### src/logic/aspc_pkg.sv
/*
  Package for the audio signal path control block: register indices, field positions,
  reset values and the output carrier types.
  Assumes a 32-bit Avalon-MM slave where each register takes one aligned word.
*/
`default_nettype none
package aspc_pkg;
  // Register indices; the byte address is four times the index.
  localparam logic [3:0] ASPC_IDX_LINE_OUT = 4'h2;
  localparam logic [3:0] ASPC_IDX_SPK_GAIN = 4'h3;
  localparam logic [3:0] ASPC_IDX_MIXER = 4'h7;
  localparam logic [3:0] ASPC_IDX_SPK_CFG2 = 4'ha;
  localparam logic [3:0] ASPC_IDX_POWER = 4'hb;
  localparam logic [3:0] ASPC_IDX_TIMEOUT = 4'hc;
  localparam logic [3:0] ASPC_IDX_STATUS = 4'hd;

  // Mixer register fields.
  localparam int ASPC_MIX_IN_A_EN = 0;
  localparam int ASPC_MIX_IN_A_ATT = 1;
  localparam int ASPC_MIX_IN_B_EN = 2;
  localparam int ASPC_MIX_IN_B_ATT = 3;
  localparam int ASPC_MIX_CONV_SEL = 4;
  // Level register fields (line output and speaker gain stage).
  localparam int ASPC_LVL_MUTE = 7;
  localparam int ASPC_LVL_ZC = 6;
  localparam int ASPC_LVL_VOL_MSB = 5;
  // Power register fields.
  localparam int ASPC_PWR_LINE_OUT = 4;
  localparam int ASPC_PWR_SPK_GAIN = 2;
  localparam int ASPC_PWR_SPK_DRV = 1;
  // Second speaker register fields.
  localparam int ASPC_SPK_CLASS = 6;
  localparam int ASPC_SPK_GUARD_A = 4;
  localparam int ASPC_SPK_GUARD_B = 3;
  // Timeout register fields.
  localparam int ASPC_TO_ENABLE = 8;
  localparam int ASPC_TO_DIV_MSB = 7;

  // Reset values.
  localparam logic [5:0] ASPC_VOL_RESET = 6'h39;
  localparam logic ASPC_MUTE_RESET = 1'b1;
  localparam logic ASPC_GUARD_RESET = 1'b1;
  localparam logic [7:0] ASPC_TO_DIV_RESET = 8'h0f;

  // Cycles from the speaker driver write to the first pop guard change, and from there to the second.
  localparam int ASPC_GUARD_STEP_NS = 1000;
  localparam int ASPC_CLK_PERIOD_PS = 5000;
  localparam int ASPC_GUARD_STEP_CYC = (ASPC_GUARD_STEP_NS * 1000) / ASPC_CLK_PERIOD_PS;

  typedef enum logic {
    ASPC_CLASS_D,
    ASPC_CLASS_AB
  } aspc_class_t;

  typedef struct packed {
    logic in_a_enable;
    logic in_a_atten;
    logic in_b_enable;
    logic in_b_atten;
    logic conv_enable;
  } aspc_mixer_t;

  typedef struct packed {
    logic enable;
    logic mute;
    logic [5:0] volume;
  } aspc_level_t;

  typedef struct packed {
    logic gain_stage_enable;
    logic driver_enable;
    logic class_ab;
    logic pop_guard_a;
    logic pop_guard_b;
  } aspc_speaker_t;
endpackage
`default_nettype wire

### src/logic/aspc_top.sv
/*
  Audio signal path control: mixer source selection, output stage enables, mute applied at once,
  and volume with zero-cross deferred update and timeout, and automatic Class D pop guard sequencing.
  Assumes an Avalon-MM master on clock_i and zero-cross detect pulses from the analogue side.
*/
// Register access over Avalon-MM is this design's own decision.
`timescale 1ns/1ps
`default_nettype none
module aspc_top #(
  parameter int GUARD_STEP = aspc_pkg::ASPC_GUARD_STEP_CYC
) (
  input wire logic clock_i, // System clock, 200 MHz.
  input wire logic rst_i, // Synchronous reset, active high.
  input wire logic ce_i, // Clock enable; all state holds while low.
  input wire logic [5:0] avs_address_i, // Word address.
  input wire logic avs_read_i, // Read request.
  input wire logic avs_write_i, // Write request.
  input wire logic [31:0] avs_writedata_i, // Write data.
  input wire logic [3:0] avs_byteenable_i, // Byte enables.
  output logic [31:0] avs_readdata_o, // Read data.
  output logic avs_waitrequest_o, // Stall until the access is taken.
  input wire logic line_zero_cross_i, // Line output zero-cross pulse.
  input wire logic spk_zero_cross_i, // Speaker zero-cross pulse.
  output aspc_pkg::aspc_mixer_t mixer_o, // Mixer source controls.
  output aspc_pkg::aspc_level_t line_out_o, // Line output controls.
  output aspc_pkg::aspc_level_t spk_gain_o, // Speaker gain stage controls.
  output aspc_pkg::aspc_speaker_t speaker_o // Speaker driver controls.
);
  import aspc_pkg::*;

  initial begin
    if (GUARD_STEP < 1 || GUARD_STEP > 65535) begin
      $error("GUARD_STEP out of range");
    end
  end

  logic ack_r;
  logic acc;
  logic wr;
  logic [3:0] idx;
  logic hit;
  logic [4:0] mixer_r;
  logic [7:0] line_reg_r;
  logic [7:0] spk_reg_r;
  logic [5:0] line_vol_r;
  logic [5:0] spk_vol_r;
  logic line_pend_r;
  logic spk_pend_r;
  logic [2:0] power_r;
  logic class_ab_r;
  logic guard_a_r;
  logic guard_b_r;
  logic to_en_r;
  logic [7:0] to_div_r;
  logic [7:0] to_cnt_r;
  logic to_tick;
  logic [15:0] seq_cnt_r;
  logic [1:0] seq_stage_r;
  logic seq_target_r;
  logic [31:0] rd_nxt;
  logic wr_lvl_line;
  logic wr_lvl_spk;
  logic wr_spk_drv;

  // A request is taken on the second cycle so waitrequest is low for exactly one edge.
  assign acc = (avs_read_i | avs_write_i) & ~ack_r;
  assign avs_waitrequest_o = (avs_read_i | avs_write_i) & ~ack_r;
  assign wr = avs_write_i & ack_r & ce_i & avs_byteenable_i[0];
  assign idx = avs_address_i[3:0];
  assign hit = (avs_address_i[5:4] == 2'b00);
  assign wr_lvl_line = wr & hit & (idx == ASPC_IDX_LINE_OUT);
  assign wr_lvl_spk = wr & hit & (idx == ASPC_IDX_SPK_GAIN);
  assign wr_spk_drv = wr & hit & (idx == ASPC_IDX_POWER);

  always_ff @(posedge clock_i) begin
    if (rst_i) begin
      ack_r <= 1'b0;
    end else if (ce_i) begin
      ack_r <= acc;
    end
  end

  always_comb begin
    rd_nxt = 32'h0000_0000;
    if (hit) begin
      case (idx)
        ASPC_IDX_LINE_OUT: rd_nxt[7:0] = line_reg_r;
        ASPC_IDX_SPK_GAIN: rd_nxt[7:0] = spk_reg_r;
        ASPC_IDX_MIXER: rd_nxt[4:0] = mixer_r;
        ASPC_IDX_SPK_CFG2: begin
          rd_nxt[ASPC_SPK_CLASS] = class_ab_r;
          rd_nxt[ASPC_SPK_GUARD_A] = guard_a_r;
          rd_nxt[ASPC_SPK_GUARD_B] = guard_b_r;
        end
        ASPC_IDX_POWER: begin
          rd_nxt[ASPC_PWR_LINE_OUT] = power_r[2];
          rd_nxt[ASPC_PWR_SPK_GAIN] = power_r[1];
          rd_nxt[ASPC_PWR_SPK_DRV] = power_r[0];
        end
        ASPC_IDX_TIMEOUT: rd_nxt[8:0] = {to_en_r, to_div_r};
        ASPC_IDX_STATUS: begin
          rd_nxt[5:0] = line_vol_r;
          rd_nxt[13:8] = spk_vol_r;
          rd_nxt[16] = line_pend_r;
          rd_nxt[17] = spk_pend_r;
          rd_nxt[18] = (seq_stage_r != 2'd0);
        end
        default: rd_nxt = 32'h0000_0000;
      endcase
    end
  end

  always_ff @(posedge clock_i) begin
    if (rst_i) begin
      avs_readdata_o <= 32'h0000_0000;
    end else if (ce_i && acc && avs_read_i) begin
      avs_readdata_o <= rd_nxt;
    end
  end

  always_ff @(posedge clock_i) begin
    if (rst_i) begin
      mixer_r <= 5'h00;
    end else if (wr && hit && idx == ASPC_IDX_MIXER) begin
      mixer_r <= avs_writedata_i[4:0];
    end
  end

  always_ff @(posedge clock_i) begin
    if (rst_i) begin
      power_r <= 3'b000;
    end else if (wr_spk_drv) begin
      power_r <= {avs_writedata_i[ASPC_PWR_LINE_OUT], avs_writedata_i[ASPC_PWR_SPK_GAIN],
                  avs_writedata_i[ASPC_PWR_SPK_DRV]};
    end
  end

  always_ff @(posedge clock_i) begin
    if (rst_i) begin
      to_en_r <= 1'b0;
      to_div_r <= ASPC_TO_DIV_RESET;
    end else if (wr && hit && idx == ASPC_IDX_TIMEOUT) begin
      to_en_r <= avs_writedata_i[ASPC_TO_ENABLE];
      to_div_r <= avs_writedata_i[ASPC_TO_DIV_MSB:0];
    end
  end

  // Timeout tick: one pulse every to_div_r + 1 cycles while enabled.
  assign to_tick = to_en_r & (to_cnt_r == to_div_r);

  always_ff @(posedge clock_i) begin
    if (rst_i) begin
      to_cnt_r <= 8'h00;
    end else if (ce_i) begin
      if (!to_en_r || to_tick) begin
        to_cnt_r <= 8'h00;
      end else begin
        to_cnt_r <= to_cnt_r + 8'h01;
      end
    end
  end

  // Stored level registers; a write here is what software reads back.
  always_ff @(posedge clock_i) begin
    if (rst_i) begin
      line_reg_r <= {ASPC_MUTE_RESET, 1'b0, ASPC_VOL_RESET};
    end else if (wr_lvl_line) begin
      line_reg_r <= avs_writedata_i[7:0];
    end
  end

  always_ff @(posedge clock_i) begin
    if (rst_i) begin
      spk_reg_r <= {ASPC_MUTE_RESET, 1'b0, ASPC_VOL_RESET};
    end else if (wr_lvl_spk) begin
      spk_reg_r <= avs_writedata_i[7:0];
    end
  end

  // Applied line volume: at once, or held pending until a crossing or timeout.
  always_ff @(posedge clock_i) begin
    if (rst_i) begin
      line_vol_r <= ASPC_VOL_RESET;
      line_pend_r <= 1'b0;
    end else if (ce_i) begin
      if (wr_lvl_line) begin
        if (!avs_writedata_i[ASPC_LVL_ZC]) begin
          line_vol_r <= avs_writedata_i[ASPC_LVL_VOL_MSB:0];
          line_pend_r <= 1'b0;
        end else begin
          line_pend_r <= 1'b1;
        end
      end else if (line_pend_r && (line_zero_cross_i || to_tick)) begin
        line_vol_r <= line_reg_r[ASPC_LVL_VOL_MSB:0];
        line_pend_r <= 1'b0;
      end
    end
  end

  always_ff @(posedge clock_i) begin
    if (rst_i) begin
      spk_vol_r <= ASPC_VOL_RESET;
      spk_pend_r <= 1'b0;
    end else if (ce_i) begin
      if (wr_lvl_spk) begin
        if (!avs_writedata_i[ASPC_LVL_ZC]) begin
          spk_vol_r <= avs_writedata_i[ASPC_LVL_VOL_MSB:0];
          spk_pend_r <= 1'b0;
        end else begin
          spk_pend_r <= 1'b1;
        end
      end else if (spk_pend_r && (spk_zero_cross_i || to_tick)) begin
        spk_vol_r <= spk_reg_r[ASPC_LVL_VOL_MSB:0];
        spk_pend_r <= 1'b0;
      end
    end
  end

  // Class D guard sequence: a driver enable write steps the guards toward the new state,
  // one guard per step, releasing guard A then B on enable and raising B then A on disable.
  always_ff @(posedge clock_i) begin
    if (rst_i) begin
      seq_stage_r <= 2'd0;
      seq_cnt_r <= 16'h0000;
      seq_target_r <= 1'b0;
    end else if (ce_i) begin
      if (wr_spk_drv && class_ab_r == ASPC_CLASS_D) begin
        seq_stage_r <= 2'd1;
        seq_cnt_r <= 16'(GUARD_STEP - 1);
        seq_target_r <= avs_writedata_i[ASPC_PWR_SPK_DRV];
      end else if (seq_stage_r != 2'd0) begin
        if (seq_cnt_r != 16'h0000) begin
          seq_cnt_r <= seq_cnt_r - 16'h0001;
        end else if (seq_stage_r == 2'd1) begin
          seq_stage_r <= 2'd2;
          seq_cnt_r <= 16'(GUARD_STEP - 1);
        end else begin
          seq_stage_r <= 2'd0;
        end
      end
    end
  end

  always_ff @(posedge clock_i) begin
    if (rst_i) begin
      class_ab_r <= 1'b0;
    end else if (wr && hit && idx == ASPC_IDX_SPK_CFG2) begin
      class_ab_r <= avs_writedata_i[ASPC_SPK_CLASS];
    end
  end

  always_ff @(posedge clock_i) begin
    if (rst_i) begin
      guard_a_r <= ASPC_GUARD_RESET;
      guard_b_r <= ASPC_GUARD_RESET;
    end else if (wr && hit && idx == ASPC_IDX_SPK_CFG2) begin
      guard_a_r <= avs_writedata_i[ASPC_SPK_GUARD_A];
      guard_b_r <= avs_writedata_i[ASPC_SPK_GUARD_B];
    end else if (ce_i && class_ab_r == ASPC_CLASS_D && seq_stage_r != 2'd0
                 && seq_cnt_r == 16'h0000) begin
      // A switch to Class AB mid sequence hands the guards back to the host alone.
      if ((seq_stage_r == 2'd1) == seq_target_r) begin
        guard_a_r <= ~seq_target_r;
      end else begin
        guard_b_r <= ~seq_target_r;
      end
    end
  end

  always_ff @(posedge clock_i) begin
    if (rst_i) begin
      mixer_o <= '0;
      line_out_o <= {1'b0, ASPC_MUTE_RESET, ASPC_VOL_RESET};
      spk_gain_o <= {1'b0, ASPC_MUTE_RESET, ASPC_VOL_RESET};
      speaker_o <= {2'b00, 1'b0, ASPC_GUARD_RESET, ASPC_GUARD_RESET};
    end else if (ce_i) begin
      mixer_o <= {mixer_r[ASPC_MIX_IN_A_EN], mixer_r[ASPC_MIX_IN_A_ATT],
                  mixer_r[ASPC_MIX_IN_B_EN], mixer_r[ASPC_MIX_IN_B_ATT],
                  mixer_r[ASPC_MIX_CONV_SEL]};
      line_out_o <= {power_r[2], line_reg_r[ASPC_LVL_MUTE], line_vol_r};
      spk_gain_o <= {power_r[1], spk_reg_r[ASPC_LVL_MUTE], spk_vol_r};
      speaker_o <= {power_r[1], power_r[0], class_ab_r, guard_a_r, guard_b_r};
    end
  end
endmodule
`default_nettype wire

### config.mk
export PLATFORM = sky130hd
export DESIGN_NAME = aspc_top
export DESIGN_NICKNAME = d
export VERILOG_FILES = /design/src/logic/aspc_pkg.sv /design/src/logic/aspc_top.sv
export SDC_FILE = /design/constraint.sdc
export NUM_CORES = 1
export LEC_CHECK = 0
export ABC_CLOCK_PERIOD_IN_PS = 2740
export BUFFER_PORTS_ARGS = -buffer_cell sky130_fd_sc_hd__clkbuf_2
export CORE_ASPECT_RATIO = 1.5
export CORE_MARGIN = 4
export CORE_UTILIZATION = 55
export DETAILED_ROUTE_END_ITERATION = 6
export GPL_TIMING_DRIVEN = 0
export PLACE_DENSITY = 0.85
export SYNTH_ARGS = -nofsm -noshare
export SYNTH_HDL_FRONTEND = slang
export SYNTH_SLANG_ARGS = --single-unit
### constraint.sdc
create_clock -name clock_i -period 2.74 [get_ports clock_i]
set_input_delay 0.548 -clock clock_i [delete_from_list [all_inputs] [get_ports clock_i]]
set_output_delay 0.548 -clock clock_i [all_outputs]
set_load 0.05 [all_outputs]
==> flow_summary_export.csv <==
group,metric,value,unit
run_status,run_status,"complete, no violations",
route,routedWlPerCell,19.68,um
route,drt_pass1_iterations,6,
worst_setup_path,critical_path.reg2reg.startpoint,"ack_r$_SDFFE_PP0P_",
yosys,seq_area_frac_synth,43.96,%
timing,timing.final.hold_violations,0,
pwr,cellLeakagePower,2.671,nW
route,dr_total_vias,4977,
worst_setup_path,rr_endpoint,"spk_vol_r[4]$_SDFFE_PP1P_",
placement,routabilityCongestion,0.9733,
timing,final_max_slew_viol_count,0,
grt,grt_pass1_vias,4978,
grt,grt_first_pass_wirelength,25060,um
yosys,synth.lib_cells_used.distinct,65,
route,wirelength,16060,um
worst_setup_path,critical_path.startpoint,"avs_address_i[5]",
timing,setup_viol,0,
timing,max_freq,0.3862,GHz
yosys,synth-async-reset-ratio,0,%
die,floorplan.core_area,9689,um^2
worst_setup_path,critical_path.max_fanout,10,
die,die_width,89.39,um
die,num_io_pins,108,
worst_setup_path,crit_path_start_kind,"input pin",
yosys,postSynthRegisterBits,120,
route,vias_per_cell,6.099,
worst_setup_path,crit_chain,"clkbuf_2 -> or3b_1 -> clkbuf_1 -> or4_1 -> clkbuf_2 -> nand4_1 -> o311a_2 -> mux2_1",
yosys,synth_top_area_share,43.96,%
run,max-cap-violations,0,
yosys,ys_warn_count,0,
finish,final.fill_count,781,
worst_setup_path,worst_ep_required,3.04,ns
worst_setup_path,critical_path.max_stage_delay,0.57,ns
grt,track_usage,28.55,%
pwr,final_total_pwr,4.276,mW
finish,post_route_cells_drive_above_1_share,20.68,%
clock_tree,cts.sink_count,120,
timing,post-route-period-util,94.51,%
timing,slew_headroom,38.39,%
die,initial_utilization,56.40,%
pwr,vdd_ir_drop_max,528.0,uV
die,placement_rows,44,
timing,post-route-min-period,2.590,ns
grt,grt_antenna_before_repair,0,
finish,layout-area-overhead-vs-synth,20.95,%
yosys,synth_top_cells_by_area,"sky130_fd_sc_hd__dfxtp_1 (44%), sky130_fd_sc_hd__mux2i_1 (11%), sky130_fd_sc_hd__nor2_1 (4.2%)",
pwr,powerDensity,646.9,nW/um^2
worst_setup_path,crit_type,"input pin to register",
clock_tree,clock_pin_transition_on_the_worst_setup_and_hold_timing_paths,0.05,ns
clock_tree,insertion_delay,0.42,ns
route,remaining_drc_errors,0,
worst_setup_path,r2r_slack,0.24,ns
worst_setup_path,worstPathArrival,2.89,ns
yosys,synth-edff-count,0,
route,detail-route-antenna-nets,0,
finish,final_net_count,739,
grt,grt_max_degree,17,
clock_tree,cts_setup_buffers,0,
finish,num_antenna_cells,0,
yosys,post_synthesis_cell_type_with_the_largest_combined_area,"sky130_fd_sc_hd__dfxtp_1",
die,dieArea,11630,um^2
yosys,netlist_instances,591,
clock_tree,cts_inserted_buffers,17,
yosys,post_synth.cell_area_avg,9.247,um^2
yosys,synth_most_common_cell,"sky130_fd_sc_hd__dfxtp_1",
finish,postLayoutCoreUtil,68.22,%
worst_setup_path,crit_end,"spk_vol_r[4]$_SDFFE_PP1P_",
worst_setup_path,crit_path_top_delay_cell,"sky130_fd_sc_hd__or4_1",
placement,dp_hpwl,11930,um
timing,worst_slew_pin_slew,0.9241,ns
yosys,netlist_area,5465,um^2
placement,number_of_buffers_added_on_ports,65,
timing,final.setup_skew,0.008072,ns
grt,grt.overflow.total,0,
clock_tree,htree_num_levels,4,
die,die_height,130.1,um
yosys,synth-main-ff-cell,"sky130_fd_sc_hd__dfxtp_1",
route,detail_route.iter0.violations,329,
clock_tree,cts.root.buffer_cell,"sky130_fd_sc_hd__clkbuf_16",
yosys,yosys-top-cells-count,"sky130_fd_sc_hd__dfxtp_1 (120), sky130_fd_sc_hd__nor2_1 (61), sky130_fd_sc_hd__mux2i_1 (58), sky130_fd_sc_hd__nand2_1 (54)",
timing,rsz0062_at_grt,"no",
worst_setup_path,r2r.worst_path.cells,6,
worst_setup_path,cell_repeated_most_along_the_worst_path,"sky130_fd_sc_hd__clkbuf_2",
worst_hold_path,min-delay-path-class,"input pin to register",
clock_tree,cts_buffer_depth,2,
clock_tree,cts_tree,"done",
worst_setup_path,crit_path_end_kind,"register",
logic make-up after synthesis:
family | after synthesis | synth area share (%)
compound gates | 96 | 11.72
flops | 120 | 43.96
simple gates | 221 | 21.66
xor+xnor | 17 | 2.724
fa+ha+maj | 2 | 0.4578
other cells | 1 | 0.06862
buf+inv | 60 | 5.289
mux | 74 | 14.13
worst max-delay path: cells and delay by family:
family / cells / cell delay (ns)
AND/OR/NAND/NOR: 3 / 1.09
buffers and inverters: 3 / 0.57
AO/OA/AOI/OAI: 1 / 0.32
multiplexers: 1 / 0.36
where the power goes:
| group | switching [mW] | internal (mW) | total (mW) |
|---|---|---|---|
| logic | 0.195 | 0.0741 | 0.269 |
| clock network | 0.799 | 1.45 | 2.25 |
| registers | 0.00526 | 1.75 | 1.75 |
| total | 0.999 | 3.28 | 4.28 |
how the worst min path moves through the flow:
stage                                         startpoint                        endpoint  slack (ns)  depth (start not counted)
after floorplan                spk_reg_r[6]$_SDFFE_PP0N_       spk_reg_r[6]$_SDFFE_PP0N_        0.43                          2
after global placement    avs_readdata_o[5]$_SDFFE_PP0P_  avs_readdata_o[5]$_SDFFE_PP0P_        0.44                          2
after detailed placement  avs_readdata_o[5]$_SDFFE_PP0P_  avs_readdata_o[5]$_SDFFE_PP0P_        0.45                          2
after CTS                             avs_writedata_i[7]       spk_reg_r[7]$_SDFFE_PP1N_        0.39                          3
after global routing                  avs_writedata_i[7]       spk_reg_r[7]$_SDFFE_PP1N_        0.39                          3
final                                 avs_writedata_i[7]       spk_reg_r[7]$_SDFFE_PP1N_        0.39                          3
cells in the final DEF (no fill, tap or decap), drive strengths merged, types with 9 or more instances in the layout:
master,instances
conb,15
or2,10
nand3,15
a21oi,31
mux2i,58
o21ai,10
xor2,15
clkbuf,116
dfxtp,120
o31ai,10
buf,21
or4,11
a22oi,16
nor4,9
nand2,54
mux2,15
nor2,61
per-stage QoR:
step	TNS (ns)	hold WS, ns	std cells	setup slack, ns	instance area, um^2
4_1_cts	0	0.3869	816	0.05339	6591
6_report	0	0.3862	816	0.1505	6610
3_5_place_dp	-7.137	0.4480	785	-0.4771	5987
5_1_grt	0	0.3949	816	0.03670	6610
2_1_floorplan	0	0.4319	605	0.1668	5518
3_3_place_gp	-4.956	0.4448	785	-0.4004	5987
what timing repair did:
item,CTS,global route
hold endpoints to repair,0,0
hold buffers,0,0
gates resized for setup,1,7
endpoints found under the setup margin,6,19
state kept, by name, summed over array words and instances, names as in the netlist, 2 cells and up:
name and count:
avs_readdata_o 17, line_out_o 8, line_reg_r 8, line_vol_r 6
mixer_o 5, mixer_r 5, power_r 3, seq_cnt_r 16
seq_stage_r 2, speaker_o 5, spk_gain_o 7, spk_reg_r 8
spk_vol_r 6, to_cnt_r 8, to_div_r 8
area by class of cell:
cell class	instances	area [um^2]	share of cell area (%)
Buffer	51	257.7	3.899
Clock buffer	21	450.4	6.814
Clock inverter	11	148.9	2.253
Inverter	8	30.03	0.4543
Multi-Input combinational cell	425	2851	43.14
Sequential cell	120	2402	36.34
Tap cell	115	143.9	2.177
Timing Repair Buffer	65	325.3	4.921
layer usage:
metal	global-route usage [%]	up-vias	wire length, um
met4	15.25	0	719
met1	30.14	2436	5961
met5	0	-	0
li1	-	2303	-
met3	6.128	58	857
met2	51.54	180	8516
Power figures use the tool's default switching activity.
